## config.mk

```make
export PLATFORM = sky130hd
export DESIGN_NAME = pmc_priv_ctrl
export DESIGN_NICKNAME = d
export VERILOG_FILES = /design/src/pmc_pkg.sv /design/src/pmc_priv_ctrl.sv /design/src/pmc_csr_store.sv
export SDC_FILE = /design/constraint.sdc
export NUM_CORES = 1
export LEC_CHECK = 0
export ABC_CLOCK_PERIOD_IN_PS = 28900
export BUFFER_PORTS_ARGS = -buffer_cell sky130_fd_sc_hd__buf_2
export CELL_PAD_IN_SITES_DETAIL_PLACEMENT = 0
export CELL_PAD_IN_SITES_GLOBAL_PLACEMENT = 1
export CORE_UTILIZATION = 44
export DETAILED_ROUTE_END_ITERATION = 7
export PLACE_DENSITY_LB_ADDON = 0.1
export SYNTH_ARGS = -nofsm -noshare
export SYNTH_HDL_FRONTEND = slang
export SYNTH_SLANG_ARGS = --single-unit
```

## constraint.sdc

```tcl
create_clock -name mclk -period 28.9 [get_ports mclk]
set_input_delay 2.89 -clock mclk [delete_from_list [all_inputs] [get_ports mclk]]
set_output_delay 2.89 -clock mclk [all_outputs]
set_load 0.02 [all_outputs]
```

## src/pmc_pkg.sv

```systemverilog
/*
  Constants, types and helper functions of the privilege mode control block.
  Assumes one core clock; the level combination and debug option are fixed
  here at build time.
*/
package pmc_pkg;

  localparam logic [1:0] PRV_APP = 2'h0;
  localparam logic [1:0] PRV_KER = 2'h1;
  localparam logic [1:0] PRV_RSV = 2'h2;
  localparam logic [1:0] PRV_TOP = 2'h3;
  localparam logic [1:0] RST_PRIV = PRV_TOP;

  localparam logic [1:0] CFG_TOP = 2'h0;
  localparam logic [1:0] CFG_TOP_APP = 2'h1;
  localparam logic [1:0] CFG_TOP_KER_APP = 2'h2;
  localparam logic [1:0] LVL_CFG = CFG_TOP_KER_APP;
  localparam logic DEBUG_IMPL = 1'b1;

  localparam logic [6:0] OPC_SYSTEM = 7'h73;
  localparam logic [2:0] F3_PRIV = 3'h0;
  localparam logic [2:0] F3_RSV = 3'h4;
  localparam logic [1:0] F3_LOW_RW = 2'h1;
  localparam logic [1:0] F3_LOW_RS = 2'h2;
  localparam logic [31:0] INS_ENV_CALL = 32'h00000073;
  localparam logic [31:0] INS_BREAK = 32'h00100073;
  localparam logic [31:0] INS_TOP_RET = 32'h30200073;
  localparam logic [31:0] INS_KER_RET = 32'h10200073;
  localparam logic [31:0] INS_WAIT = 32'h10500073;
  localparam logic [31:0] INS_DBG_RET = 32'h7b200073;

  localparam logic [11:0] CSR_APP_SCRATCH = 12'h040;
  localparam logic [11:0] CSR_KER_SCRATCH = 12'h140;
  localparam logic [11:0] CSR_TOP_STATUS = 12'h300;
  localparam logic [11:0] CSR_TOP_SCRATCH = 12'h340;
  localparam logic [11:0] CSR_TOP_EPC = 12'h341;
  localparam logic [11:0] CSR_DBG_SCRATCH = 12'h7b2;
  localparam logic [11:0] CSR_CYCLE = 12'hc00;
  localparam logic [11:0] CSR_HART_ID = 12'hf14;
  localparam logic [11:0] DBG_ONLY_LO = 12'h7b0;
  localparam logic [11:0] DBG_ONLY_HI = 12'h7bf;
  localparam logic [1:0] RO_CODE = 2'h3;
  localparam int STAT_PREV_LO = 11;
  localparam int STAT_PREV_HI = 12;
  // Value is arbitrary
  localparam logic [31:0] HART_ID_VAL = 32'h00000000;

  // Selector codes: 0..3 scratch store words, then fixed registers
  localparam logic [2:0] SEL_STATUS = 3'h4;
  localparam logic [2:0] SEL_EPC = 3'h5;
  localparam logic [2:0] SEL_CYCLE = 3'h6;
  localparam logic [2:0] SEL_HART = 3'h7;
  localparam int STORE_DEPTH = 4;
  localparam logic [31:0] STORE_RST = 32'h00000000;
  localparam logic [31:0] EPC_RST = 32'h00000000;
  localparam logic [31:0] CYCLE_RST = 32'h00000000;
  localparam logic [31:0] TRAP_VEC = 32'h00000100;

  localparam logic [3:0] CAUSE_ILLEGAL = 4'h2;
  localparam logic [3:0] CAUSE_BREAK = 4'h3;
  localparam logic [3:0] CAUSE_ECALL_BASE = 4'h8;

  typedef enum logic [1:0] {
    ST_IDLE = 2'b01,
    ST_RMW = 2'b10
  } pmc_state_t;

  localparam logic [1:0] LOWEST_PRIV =
    (LVL_CFG == CFG_TOP) ? PRV_TOP : PRV_APP;

  function automatic logic pmc_legal(input logic [1:0] m);
    unique case (m)
      PRV_TOP: pmc_legal = 1'b1;
      PRV_APP: pmc_legal = (LVL_CFG != CFG_TOP);
      PRV_KER: pmc_legal = (LVL_CFG == CFG_TOP_KER_APP);
      PRV_RSV: pmc_legal = 1'b0;
    endcase
  endfunction : pmc_legal

  function automatic logic [1:0] pmc_fix(input logic [1:0] m);
    pmc_fix = pmc_legal(m) ? m : LOWEST_PRIV;
  endfunction : pmc_fix

endpackage : pmc_pkg

```

## src/pmc_priv_ctrl.sv

```systemverilog
/*
  Privilege mode control: current level, debug tier, privileged instruction
  checks, traps and returns, and atomic control register access.
  Assumes instruction issue and debug request come from logic on mclk.
*/
`timescale 1ns/1ns
`default_nettype none
module pmc_priv_ctrl (
  // Clock and reset
  input wire logic mclk,
  input wire logic rst,
  // Instruction issue
  input wire logic instr_valid,
  input wire logic [31:0] instr,
  input wire logic [31:0] instr_pc,
  input wire logic [31:0] rs1_data,
  // Debug entry
  input wire logic dbg_req,
  // Level and status
  output logic [1:0] priv_q,
  output logic dbg_mode_q,
  output logic busy_q,
  // Exception report
  output logic exc_valid_q,
  output logic [3:0] exc_cause_q,
  // Control flow redirect
  output logic redirect_valid_q,
  output logic [31:0] redirect_pc_q,
  // Register read result
  output logic rd_valid_q,
  output logic [31:0] rd_data_q
);
  pmc_pkg::pmc_state_t state_q;
  logic [1:0] prev_q;
  logic [31:0] epc_q, dpc_q, cycle_q;
  logic [2:0] s_sel_q, s_f3_q;
  logic [31:0] s_src_q;
  logic s_wr_q;
  logic [31:0] store_rd;

  logic [2:0] f3;
  logic [11:0] addr;
  logic [3:0] map;
  logic is_sys, dbg_take, go, is_csr, csr_wr, dbg_only, csr_ro_wr;
  logic csr_priv_ok, csr_bad;
  logic ill, ecall, brk, ret_top, ret_ker, ret_dbg, csr_go, trap;
  logic [3:0] cause;
  logic [31:0] old_val, new_val;
  logic do_wr;

  // Existence and selector for a register address; only built levels count
  function automatic logic [3:0] csr_map(input logic [11:0] a);
    logic [2:0] sel;
    logic hit;
    hit = 1'b1;
    sel = 3'h0;
    unique case (a)
      pmc_pkg::CSR_APP_SCRATCH: sel = 3'h0;
      pmc_pkg::CSR_KER_SCRATCH: sel = 3'h1;
      pmc_pkg::CSR_TOP_SCRATCH: sel = 3'h2;
      pmc_pkg::CSR_DBG_SCRATCH: begin
        sel = 3'h3;
        hit = pmc_pkg::DEBUG_IMPL;
      end
      pmc_pkg::CSR_TOP_STATUS: sel = pmc_pkg::SEL_STATUS;
      pmc_pkg::CSR_TOP_EPC: sel = pmc_pkg::SEL_EPC;
      pmc_pkg::CSR_CYCLE: sel = pmc_pkg::SEL_CYCLE;
      pmc_pkg::CSR_HART_ID: sel = pmc_pkg::SEL_HART;
      default: hit = 1'b0;
    endcase
    csr_map = {hit & pmc_pkg::pmc_legal(a[9:8]), sel};
  endfunction : csr_map

  assign f3 = instr[14:12];
  assign addr = instr[31:20];
  assign map = csr_map(addr);
  assign is_sys = (instr[6:0] == pmc_pkg::OPC_SYSTEM);
  assign dbg_take = pmc_pkg::DEBUG_IMPL && dbg_req && !dbg_mode_q &&
                    (state_q == pmc_pkg::ST_IDLE);
  // Debug entry wins; the instruction in that cycle is refused
  assign go = instr_valid && is_sys && !dbg_take &&
              (state_q == pmc_pkg::ST_IDLE);
  assign is_csr = (f3 != pmc_pkg::F3_PRIV) && (f3 != pmc_pkg::F3_RSV);
  assign csr_wr = (f3[1:0] == pmc_pkg::F3_LOW_RW) || (instr[19:15] != 5'h0);
  assign dbg_only = (addr >= pmc_pkg::DBG_ONLY_LO) &&
                    (addr <= pmc_pkg::DBG_ONLY_HI);
  // Unsigned compare works since the reserved code is never held
  assign csr_priv_ok = dbg_mode_q || (priv_q >= addr[9:8]);
  assign csr_ro_wr = (addr[11:10] == pmc_pkg::RO_CODE) && csr_wr;
  assign csr_bad = !map[3] || !csr_priv_ok || csr_ro_wr ||
                   (dbg_only && !dbg_mode_q);

  always_comb begin
    ill = 1'b0;
    ecall = 1'b0;
    brk = 1'b0;
    ret_top = 1'b0;
    ret_ker = 1'b0;
    ret_dbg = 1'b0;
    csr_go = 1'b0;
    if (go) begin
      if (is_csr) begin
        ill = csr_bad;
        csr_go = !csr_bad;
      end else if (instr == pmc_pkg::INS_ENV_CALL) begin
        ecall = 1'b1;
      end else if (instr == pmc_pkg::INS_BREAK) begin
        brk = 1'b1;
      end else if (instr == pmc_pkg::INS_TOP_RET) begin
        ret_top = (priv_q == pmc_pkg::PRV_TOP) || dbg_mode_q;
        ill = !ret_top;
      end else if (instr == pmc_pkg::INS_KER_RET) begin
        ret_ker = (pmc_pkg::LVL_CFG == pmc_pkg::CFG_TOP_KER_APP) &&
                  ((priv_q != pmc_pkg::PRV_APP) || dbg_mode_q);
        ill = !ret_ker;
      end else if (instr == pmc_pkg::INS_WAIT) begin
        ill = (priv_q == pmc_pkg::PRV_APP) && !dbg_mode_q;
      end else if (instr == pmc_pkg::INS_DBG_RET) begin
        ret_dbg = dbg_mode_q;
        ill = !dbg_mode_q;
      end else begin
        ill = 1'b1;
      end
    end
  end

  assign trap = ill || ecall || brk;
  assign cause = ill ? pmc_pkg::CAUSE_ILLEGAL :
                 brk ? pmc_pkg::CAUSE_BREAK :
                 pmc_pkg::CAUSE_ECALL_BASE + {2'h0, priv_q};

  // Second half of the atomic access: old value in, new value out
  always_comb begin
    unique case (s_sel_q)
      pmc_pkg::SEL_STATUS: begin
        old_val = 32'h0;
        old_val[pmc_pkg::STAT_PREV_HI:pmc_pkg::STAT_PREV_LO] = prev_q;
      end
      pmc_pkg::SEL_EPC: old_val = epc_q;
      pmc_pkg::SEL_CYCLE: old_val = cycle_q;
      pmc_pkg::SEL_HART: old_val = pmc_pkg::HART_ID_VAL;
      default: old_val = store_rd;
    endcase
    if (s_f3_q[1:0] == pmc_pkg::F3_LOW_RW) begin
      new_val = s_src_q;
    end else if (s_f3_q[1:0] == pmc_pkg::F3_LOW_RS) begin
      new_val = old_val | s_src_q;
    end else begin
      new_val = old_val & ~s_src_q;
    end
  end

  assign do_wr = (state_q == pmc_pkg::ST_RMW) && s_wr_q;

  pmc_csr_store u_store (
    .mclk(mclk),
    .rst(rst),
    .wr_en(do_wr && !s_sel_q[2]),
    .wr_idx(s_sel_q[1:0]),
    .wr_data(new_val),
    .rd_en(csr_go),
    .rd_idx(map[1:0]),
    .rd_data(store_rd)
  );

  // No other access can slip between read and write while busy
  always_ff @(posedge mclk or posedge rst) begin
    if (rst) begin
      state_q <= pmc_pkg::ST_IDLE;
      busy_q <= 1'b0;
    end else begin
      unique case (state_q)
        pmc_pkg::ST_IDLE: if (csr_go) state_q <= pmc_pkg::ST_RMW;
        pmc_pkg::ST_RMW: state_q <= pmc_pkg::ST_IDLE;
      endcase
      busy_q <= csr_go;
    end
  end

  always_ff @(posedge mclk or posedge rst) begin
    if (rst) begin
      s_sel_q <= 3'h0;
      s_f3_q <= 3'h0;
      s_src_q <= 32'h0;
      s_wr_q <= 1'b0;
    end else if (csr_go) begin
      s_sel_q <= map[2:0];
      s_f3_q <= f3;
      s_src_q <= f3[2] ? {27'h0, instr[19:15]} : rs1_data;
      s_wr_q <= csr_wr;
    end
  end

  always_ff @(posedge mclk or posedge rst) begin
    if (rst) begin
      priv_q <= pmc_pkg::RST_PRIV;
      prev_q <= pmc_pkg::RST_PRIV;
      epc_q <= pmc_pkg::EPC_RST;
    end else if (trap && !dbg_mode_q) begin
      prev_q <= priv_q;
      priv_q <= pmc_pkg::PRV_TOP;
      epc_q <= instr_pc;
    end else if (ret_top) begin
      priv_q <= prev_q;
      prev_q <= pmc_pkg::LOWEST_PRIV;
    end else if (ret_ker) begin
      priv_q <= pmc_pkg::PRV_APP;
    end else if (do_wr && s_sel_q == pmc_pkg::SEL_STATUS) begin
      // Saved level is legalised so a return never enters 10 or an
      // unbuilt level
      prev_q <= pmc_pkg::pmc_fix(
        new_val[pmc_pkg::STAT_PREV_HI:pmc_pkg::STAT_PREV_LO]);
    end else if (do_wr && s_sel_q == pmc_pkg::SEL_EPC) begin
      epc_q <= new_val;
    end
  end

  // Debug keeps the level it interrupted and returns to it
  always_ff @(posedge mclk or posedge rst) begin
    if (rst) begin
      dbg_mode_q <= 1'b0;
      dpc_q <= pmc_pkg::EPC_RST;
    end else if (dbg_take) begin
      dbg_mode_q <= 1'b1;
      dpc_q <= instr_pc;
    end else if (ret_dbg) begin
      dbg_mode_q <= 1'b0;
    end
  end

  always_ff @(posedge mclk or posedge rst) begin
    if (rst) begin
      exc_valid_q <= 1'b0;
      exc_cause_q <= 4'h0;
    end else begin
      exc_valid_q <= trap;
      if (trap) exc_cause_q <= cause;
    end
  end

  always_ff @(posedge mclk or posedge rst) begin
    if (rst) begin
      redirect_valid_q <= 1'b0;
      redirect_pc_q <= pmc_pkg::TRAP_VEC;
    end else begin
      redirect_valid_q <= (trap && !dbg_mode_q) || ret_top || ret_ker ||
                          ret_dbg;
      if (trap && !dbg_mode_q) redirect_pc_q <= pmc_pkg::TRAP_VEC;
      else if (ret_top || ret_ker) redirect_pc_q <= epc_q;
      else if (ret_dbg) redirect_pc_q <= dpc_q;
    end
  end

  always_ff @(posedge mclk or posedge rst) begin
    if (rst) begin
      rd_valid_q <= 1'b0;
      rd_data_q <= 32'h0;
    end else begin
      rd_valid_q <= (state_q == pmc_pkg::ST_RMW);
      if (state_q == pmc_pkg::ST_RMW) rd_data_q <= old_val;
    end
  end

  always_ff @(posedge mclk or posedge rst) begin
    if (rst) cycle_q <= pmc_pkg::CYCLE_RST;
    else cycle_q <= cycle_q + 32'h1;
  end
endmodule : pmc_priv_ctrl
`default_nettype wire

```

## src/pmc_csr_store.sv

```systemverilog
/*
  Small scratch register store of the privilege block, one word per level.
  Read data come out of a register one cycle after the read strobe.
*/
`timescale 1ns/1ns
`default_nettype none
module pmc_csr_store (
  // Clock and reset
  input wire logic mclk,
  input wire logic rst,
  // Write port
  input wire logic wr_en,
  input wire logic [1:0] wr_idx,
  input wire logic [31:0] wr_data,
  // Read port
  input wire logic rd_en,
  input wire logic [1:0] rd_idx,
  output logic [31:0] rd_data
);
  logic [31:0] mem_q [pmc_pkg::STORE_DEPTH];

  always_ff @(posedge mclk or posedge rst) begin
    if (rst) begin
      for (int i = 0; i < pmc_pkg::STORE_DEPTH; i++) begin
        mem_q[i] <= pmc_pkg::STORE_RST;
      end
    end else if (wr_en) begin
      mem_q[wr_idx] <= wr_data;
    end
  end

  always_ff @(posedge mclk or posedge rst) begin
    if (rst) begin
      rd_data <= pmc_pkg::STORE_RST;
    end else if (rd_en) begin
      rd_data <= mem_q[rd_idx];
    end
  end
endmodule : pmc_csr_store
`default_nettype wire

```

==> impl_results.rst <==
.. list-table::
   :header-rows: 1

   * - Metric
     - Value
   * - Result of the run
     - finished, final reports clean
   * - Top cells by area in the synthesized netlist
     - dfrtp_1 (51%), mux2_2 (14%), mux2i_1 (5.8%)
   * - Nets
     - about 1.8k
   * - Count of final setup violators
     - 0
   * - Total clock buffers created by CTS
     - 43
   * - Start of the worst register-to-register path
     - priv_q[0]
   * - CTS Root Cell
     - clkbuf_16
   * - Net count of the mapped netlist
     - about 1.7k
   * - Max VDD drop
     - 0.0000373 V
   * - Diode count
     - 0
   * - Internal power summed over all cells
     - 874 uW
   * - Fraction of the cycle the final worst path needs
     - about a fifth
   * - Most used cells in the layout excluding fill and tap cells
     - dfrtp_1 (364), nand2_1 (256), mux2_2 (214), buf_2 (173), mux2i_1 (103)
   * - Hold path endpoint
     - u_store.mem_q[7]
   * - Family of cells with the greatest summed delay on the critical path
     - simple AND/OR/NAND/NOR gates
   * - Flop pwr share
     - 46.8%
   * - Filler Cell Count
     - 3,653
   * - Compound-cell area share of the yosys netlist
     - under 10%
   * - Met3 wirelength from detailed routing
     - 2390 um
   * - Combined area of the multi-input logic cells
     - approximately 8100 um2
   * - Vias in the first global route
     - 12.7k
   * - Vias
     - between 10k and 15k
   * - Met2 routed WL
     - between 20,000 and 25,000 um
   * - Grt total ovfl
     - 0
   * - Core area
     - between 30,000 and 40,000 um2
   * - Number of max-cap violations
     - 0
   * - Post-synthesis share of cell area spent on full adders, half adders and majority gates
     - less than 1%
   * - Total iterations of the first detailed-routing run
     - 7
   * - First-pass GRT wire length
     - ~77,000 um
   * - Combinational family with the most area after synthesis
     - multiplexers
   * - Routability cong.
     - 0.829
   * - Unrepaired setup endpoints after global routing
     - no
   * - Worst min-delay path class
     - register to register
   * - Kind of critical path
     - input pin to register
   * - Fraction of synthesized area in multiplexers
     - between 10% and 20%
   * - Capturing element type of the critical path
     - register
   * - Final Worst Setup Slack
     - approximately 23 ns
   * - Top sig layer
     - met4
   * - ANT nets after route
     - 0
   * - Tightest Pin Transition
     - 1.07 ns
   * - Kind of launch point of the worst setup path
     - input pin
   * - Worst-path cell with the longest stage delay
     - or4_1
   * - Tot GR Track Use
     - 24.6%
   * - Async set-reset flop share out of synthesis
     - between 90% and 100%
   * - Layout cells sized above 1
     - between 30% and 40%
   * - Share of total power consumed by net switching
     - between 20% and 30%
   * - Leak
     - 0.00966 uW
   * - Final hold viol count
     - 0
   * - WL per Instance
     - approximately 22 um
   * - Launching element of the worst setup path
     - instr[14]
   * - Number of instances in the synthesized netlist
     - between 1.5k and 2k
   * - Area enclosed by the die boundary
     - 41,300 um2
   * - Worst reg-to-reg setup slack
     - roughly 25 ns
   * - Post-synth EDFFs
     - 0
   * - Top_reg_cell synth
     - dfrtp_1
   * - Cell depth of the worst hold path
     - 2
   * - CTS H-tree depth
     - 2
   * - Resize count post-CTS
     - 0
   * - Post-synthesis instance area
     - 17,800 um2
   * - Worst clock skew
     - 0.0112 ns
   * - Fraction of synthesized cell area in xor and xnor cells
     - 3.09%
   * - Worst hold margin
     - ~0.47 ns
   * - Sequential cell area
     - 9320 um2
   * - Worst-path cell chain
     - buf_2 > or4_1 > nor4_1 > nand4_1 > nor3_4 > buf_4 > mux2_2 > mux2i_1 > nor2_1
   * - Slew Limit Headroom
     - 28.4%
   * - Share of synthesized area occupied by flip-flops and latches
     - between 50% and 60%
   * - Avg Vias per Cell
     - 5.56
   * - Share of total power in combinational logic
     - 5.1%
   * - Final core occ
     - between 50% and 60%
   * - Critical path required time
     - ~29 ns
   * - Top fanout value on the critical path
     - 33
   * - Shortest clock period the worst path allows after layout
     - 5.84 ns
   * - Final wirelength
     - 49,700 um
   * - Total net switching power
     - 256 uW
   * - Reg2reg end
     - state_q[0]
   * - DRC errors left
     - 0
   * - Overall die width
     - between 200 and 250 um
   * - TritonCTS clock tree
     - built
   * - Maximum number of pins on one net before global-route repair
     - roughly 120
   * - Wl on met1
     - ~25,000 um
   * - Critical path buffer and inverter count
     - 2
   * - Setup slack after placement
     - roughly 23 ns
   * - Starting DRT DRC Count
     - 894
   * - Starting Density
     - between 40% and 50%
   * - FMAX
     - roughly 0.17 GHz
   * - Total Neg Setup Slack
     - 0 ns
   * - Number of antenna violations at the first check in global routing
     - 1
   * - Clock edge transition at the registers on the reported setup and hold paths
     - around 0.06 ns
   * - Power per unit of standard cell area
     - around 55 nW/um2
   * - Clock net sink count
     - 372
   * - Number of unique standard cell types used by synthesis
     - 60
   * - Area growth from synthesis to layout
     - 15.2%
   * - Top-area cell type share of the netlist area
     - between 50% and 60%
   * - Number of setup buffers added after CTS
     - 0
   * - Data arrival time at the worst-slack endpoint
     - roughly 6.3 ns
   * - Number of synthesized register bits
     - 372
   * - Count of pins over their slew limit
     - 0
   * - Delay of the slowest cell on the worst path
     - about 0.65 ns
   * - Yosys warnings
     - 0
   * - HP Start
     - u_store.mem_q[7]
   * - Number of hold buffers added after CTS
     - 0
   * - Simple-gate portion of the synthesized area
     - between 10% and 20%
   * - Largest area contributor in the synthesized netlist
     - dfrtp_1
   * - Synthesized area per cell
     - approximately 11 um2
   * - Most common cell after layout, fill and taps aside
     - dfrtp_1
   * - Final HPWL DP
     - 32,300 um
   * - Boundary pin count
     - roughly 180
   * - Depth of the worst register-to-register path
     - 11
   * - Placement row count
     - 73
   * - Maximum buffer depth of the clock tree
     - 3
   * - IO Port Bufs
     - around 170
   * - Vertical die dimension
     - roughly 200 um
   * - Clock network fraction of total power
     - about 48%
   * - Worst skew pair latency
     - roughly 0.57 ns
-- synthesized netlist by cell type (29+ instances only) --
cell type / instances
dfrtp_1: 366
nand2_1: 256
mux2_2: 214
mux2i_1: 103
nor2_1: 88
clkbuf_1: 64
xnor2_1: 57
o21ai_0: 51
a21oi_1: 37
and2_1: 35
a221o_1: 33
a22oi_1: 30
o221a_2: 30
nand3b_1: 29
-- worst max path at each step --
| stage | to | slack, ns | cells after the start |
|---|---|---|---|
| 2_1_floorplan | busy_q | 15.69 | 1 |
| 3_3_place_gp | redirect_pc_q[22] | 22.61 | 9 |
| 3_5_place_dp | redirect_pc_q[24] | 22.50 | 9 |
| 4_1_cts | redirect_pc_q[24] | 23.09 | 9 |
| 5_1_grt | redirect_pc_q[28] | 22.89 | 9 |
| 6_report | redirect_pc_q[24] | 23.06 | 9 |
-- stage by stage --
step / power (uW) / area [um2] / std cells
3_3_place_gp: 596 / 19100 / 2205
2_1_floorplan: 572 / 17800 / 1585
5_1_grt: 1170 / 20500 / 2282
6_report: 1130 / 20500 / 2282
3_5_place_dp: 596 / 19100 / 2205
4_1_cts: 1140 / 20500 / 2282
-- tightest hold or removal path, delay by kind of cell (launching register included) --
family	cells	cell delay [ns]
flops	1	0.34
simple gates	2	0.10
-- kinds of logic after synthesis --
kind of cell               after synthesis
AOI/OAI and AO/OA                      206
buffers and inverters                  114
muxes                                  322
other                                    1
adders and majority gates                3
xor gates and xnor gates                63
and+or+nand+nor                        504
DFF                                    372
-- state kept, by name (all words and copies together) (netlist names), 3 cells and up --
register,count
u_store.rd_data,32
cycle_q,32
u_store.mem_q,128
dpc_q,32
s_sel_q,3
s_src_q,32
rd_data_q,32
epc_q,32
redirect_pc_q,32
exc_cause_q,3
-- power by group through the flow --
| stage | clock network (uW) | registers (uW) | logic (uW) |
|---|---|---|---|
| final | 544 | 529 | 57.0 |
| after global routing | 574 | 529 | 62.1 |
| after CTS | 555 | 529 | 58.4 |
| after detailed placement | 0 | 538 | 58.2 |
| after global placement | 0 | 538 | 57.7 |
| after floorplan | 0 | 538 | 33.2 |
-- per-layer routing --
layer,track usage [%],vias to the layer above
li1,-,5883
met1,37.7,6429
met2,36.3,318
met3,3.61,49
met4,5.96,0
met5,0,-
-- final cells by class --
type / count / share of cell area, %
repair buffers: 199 / 5.16
clock inverters: 5 / 0.244
inverters: 10 / 0.219
multi-input cells: 1099 / 39.2
clock buffers: 72 / 6.61
well taps: 525 / 3.20
flip-flops and latches: 372 / 45.4
No activity file was read; power rests on OpenSTA's default activity.
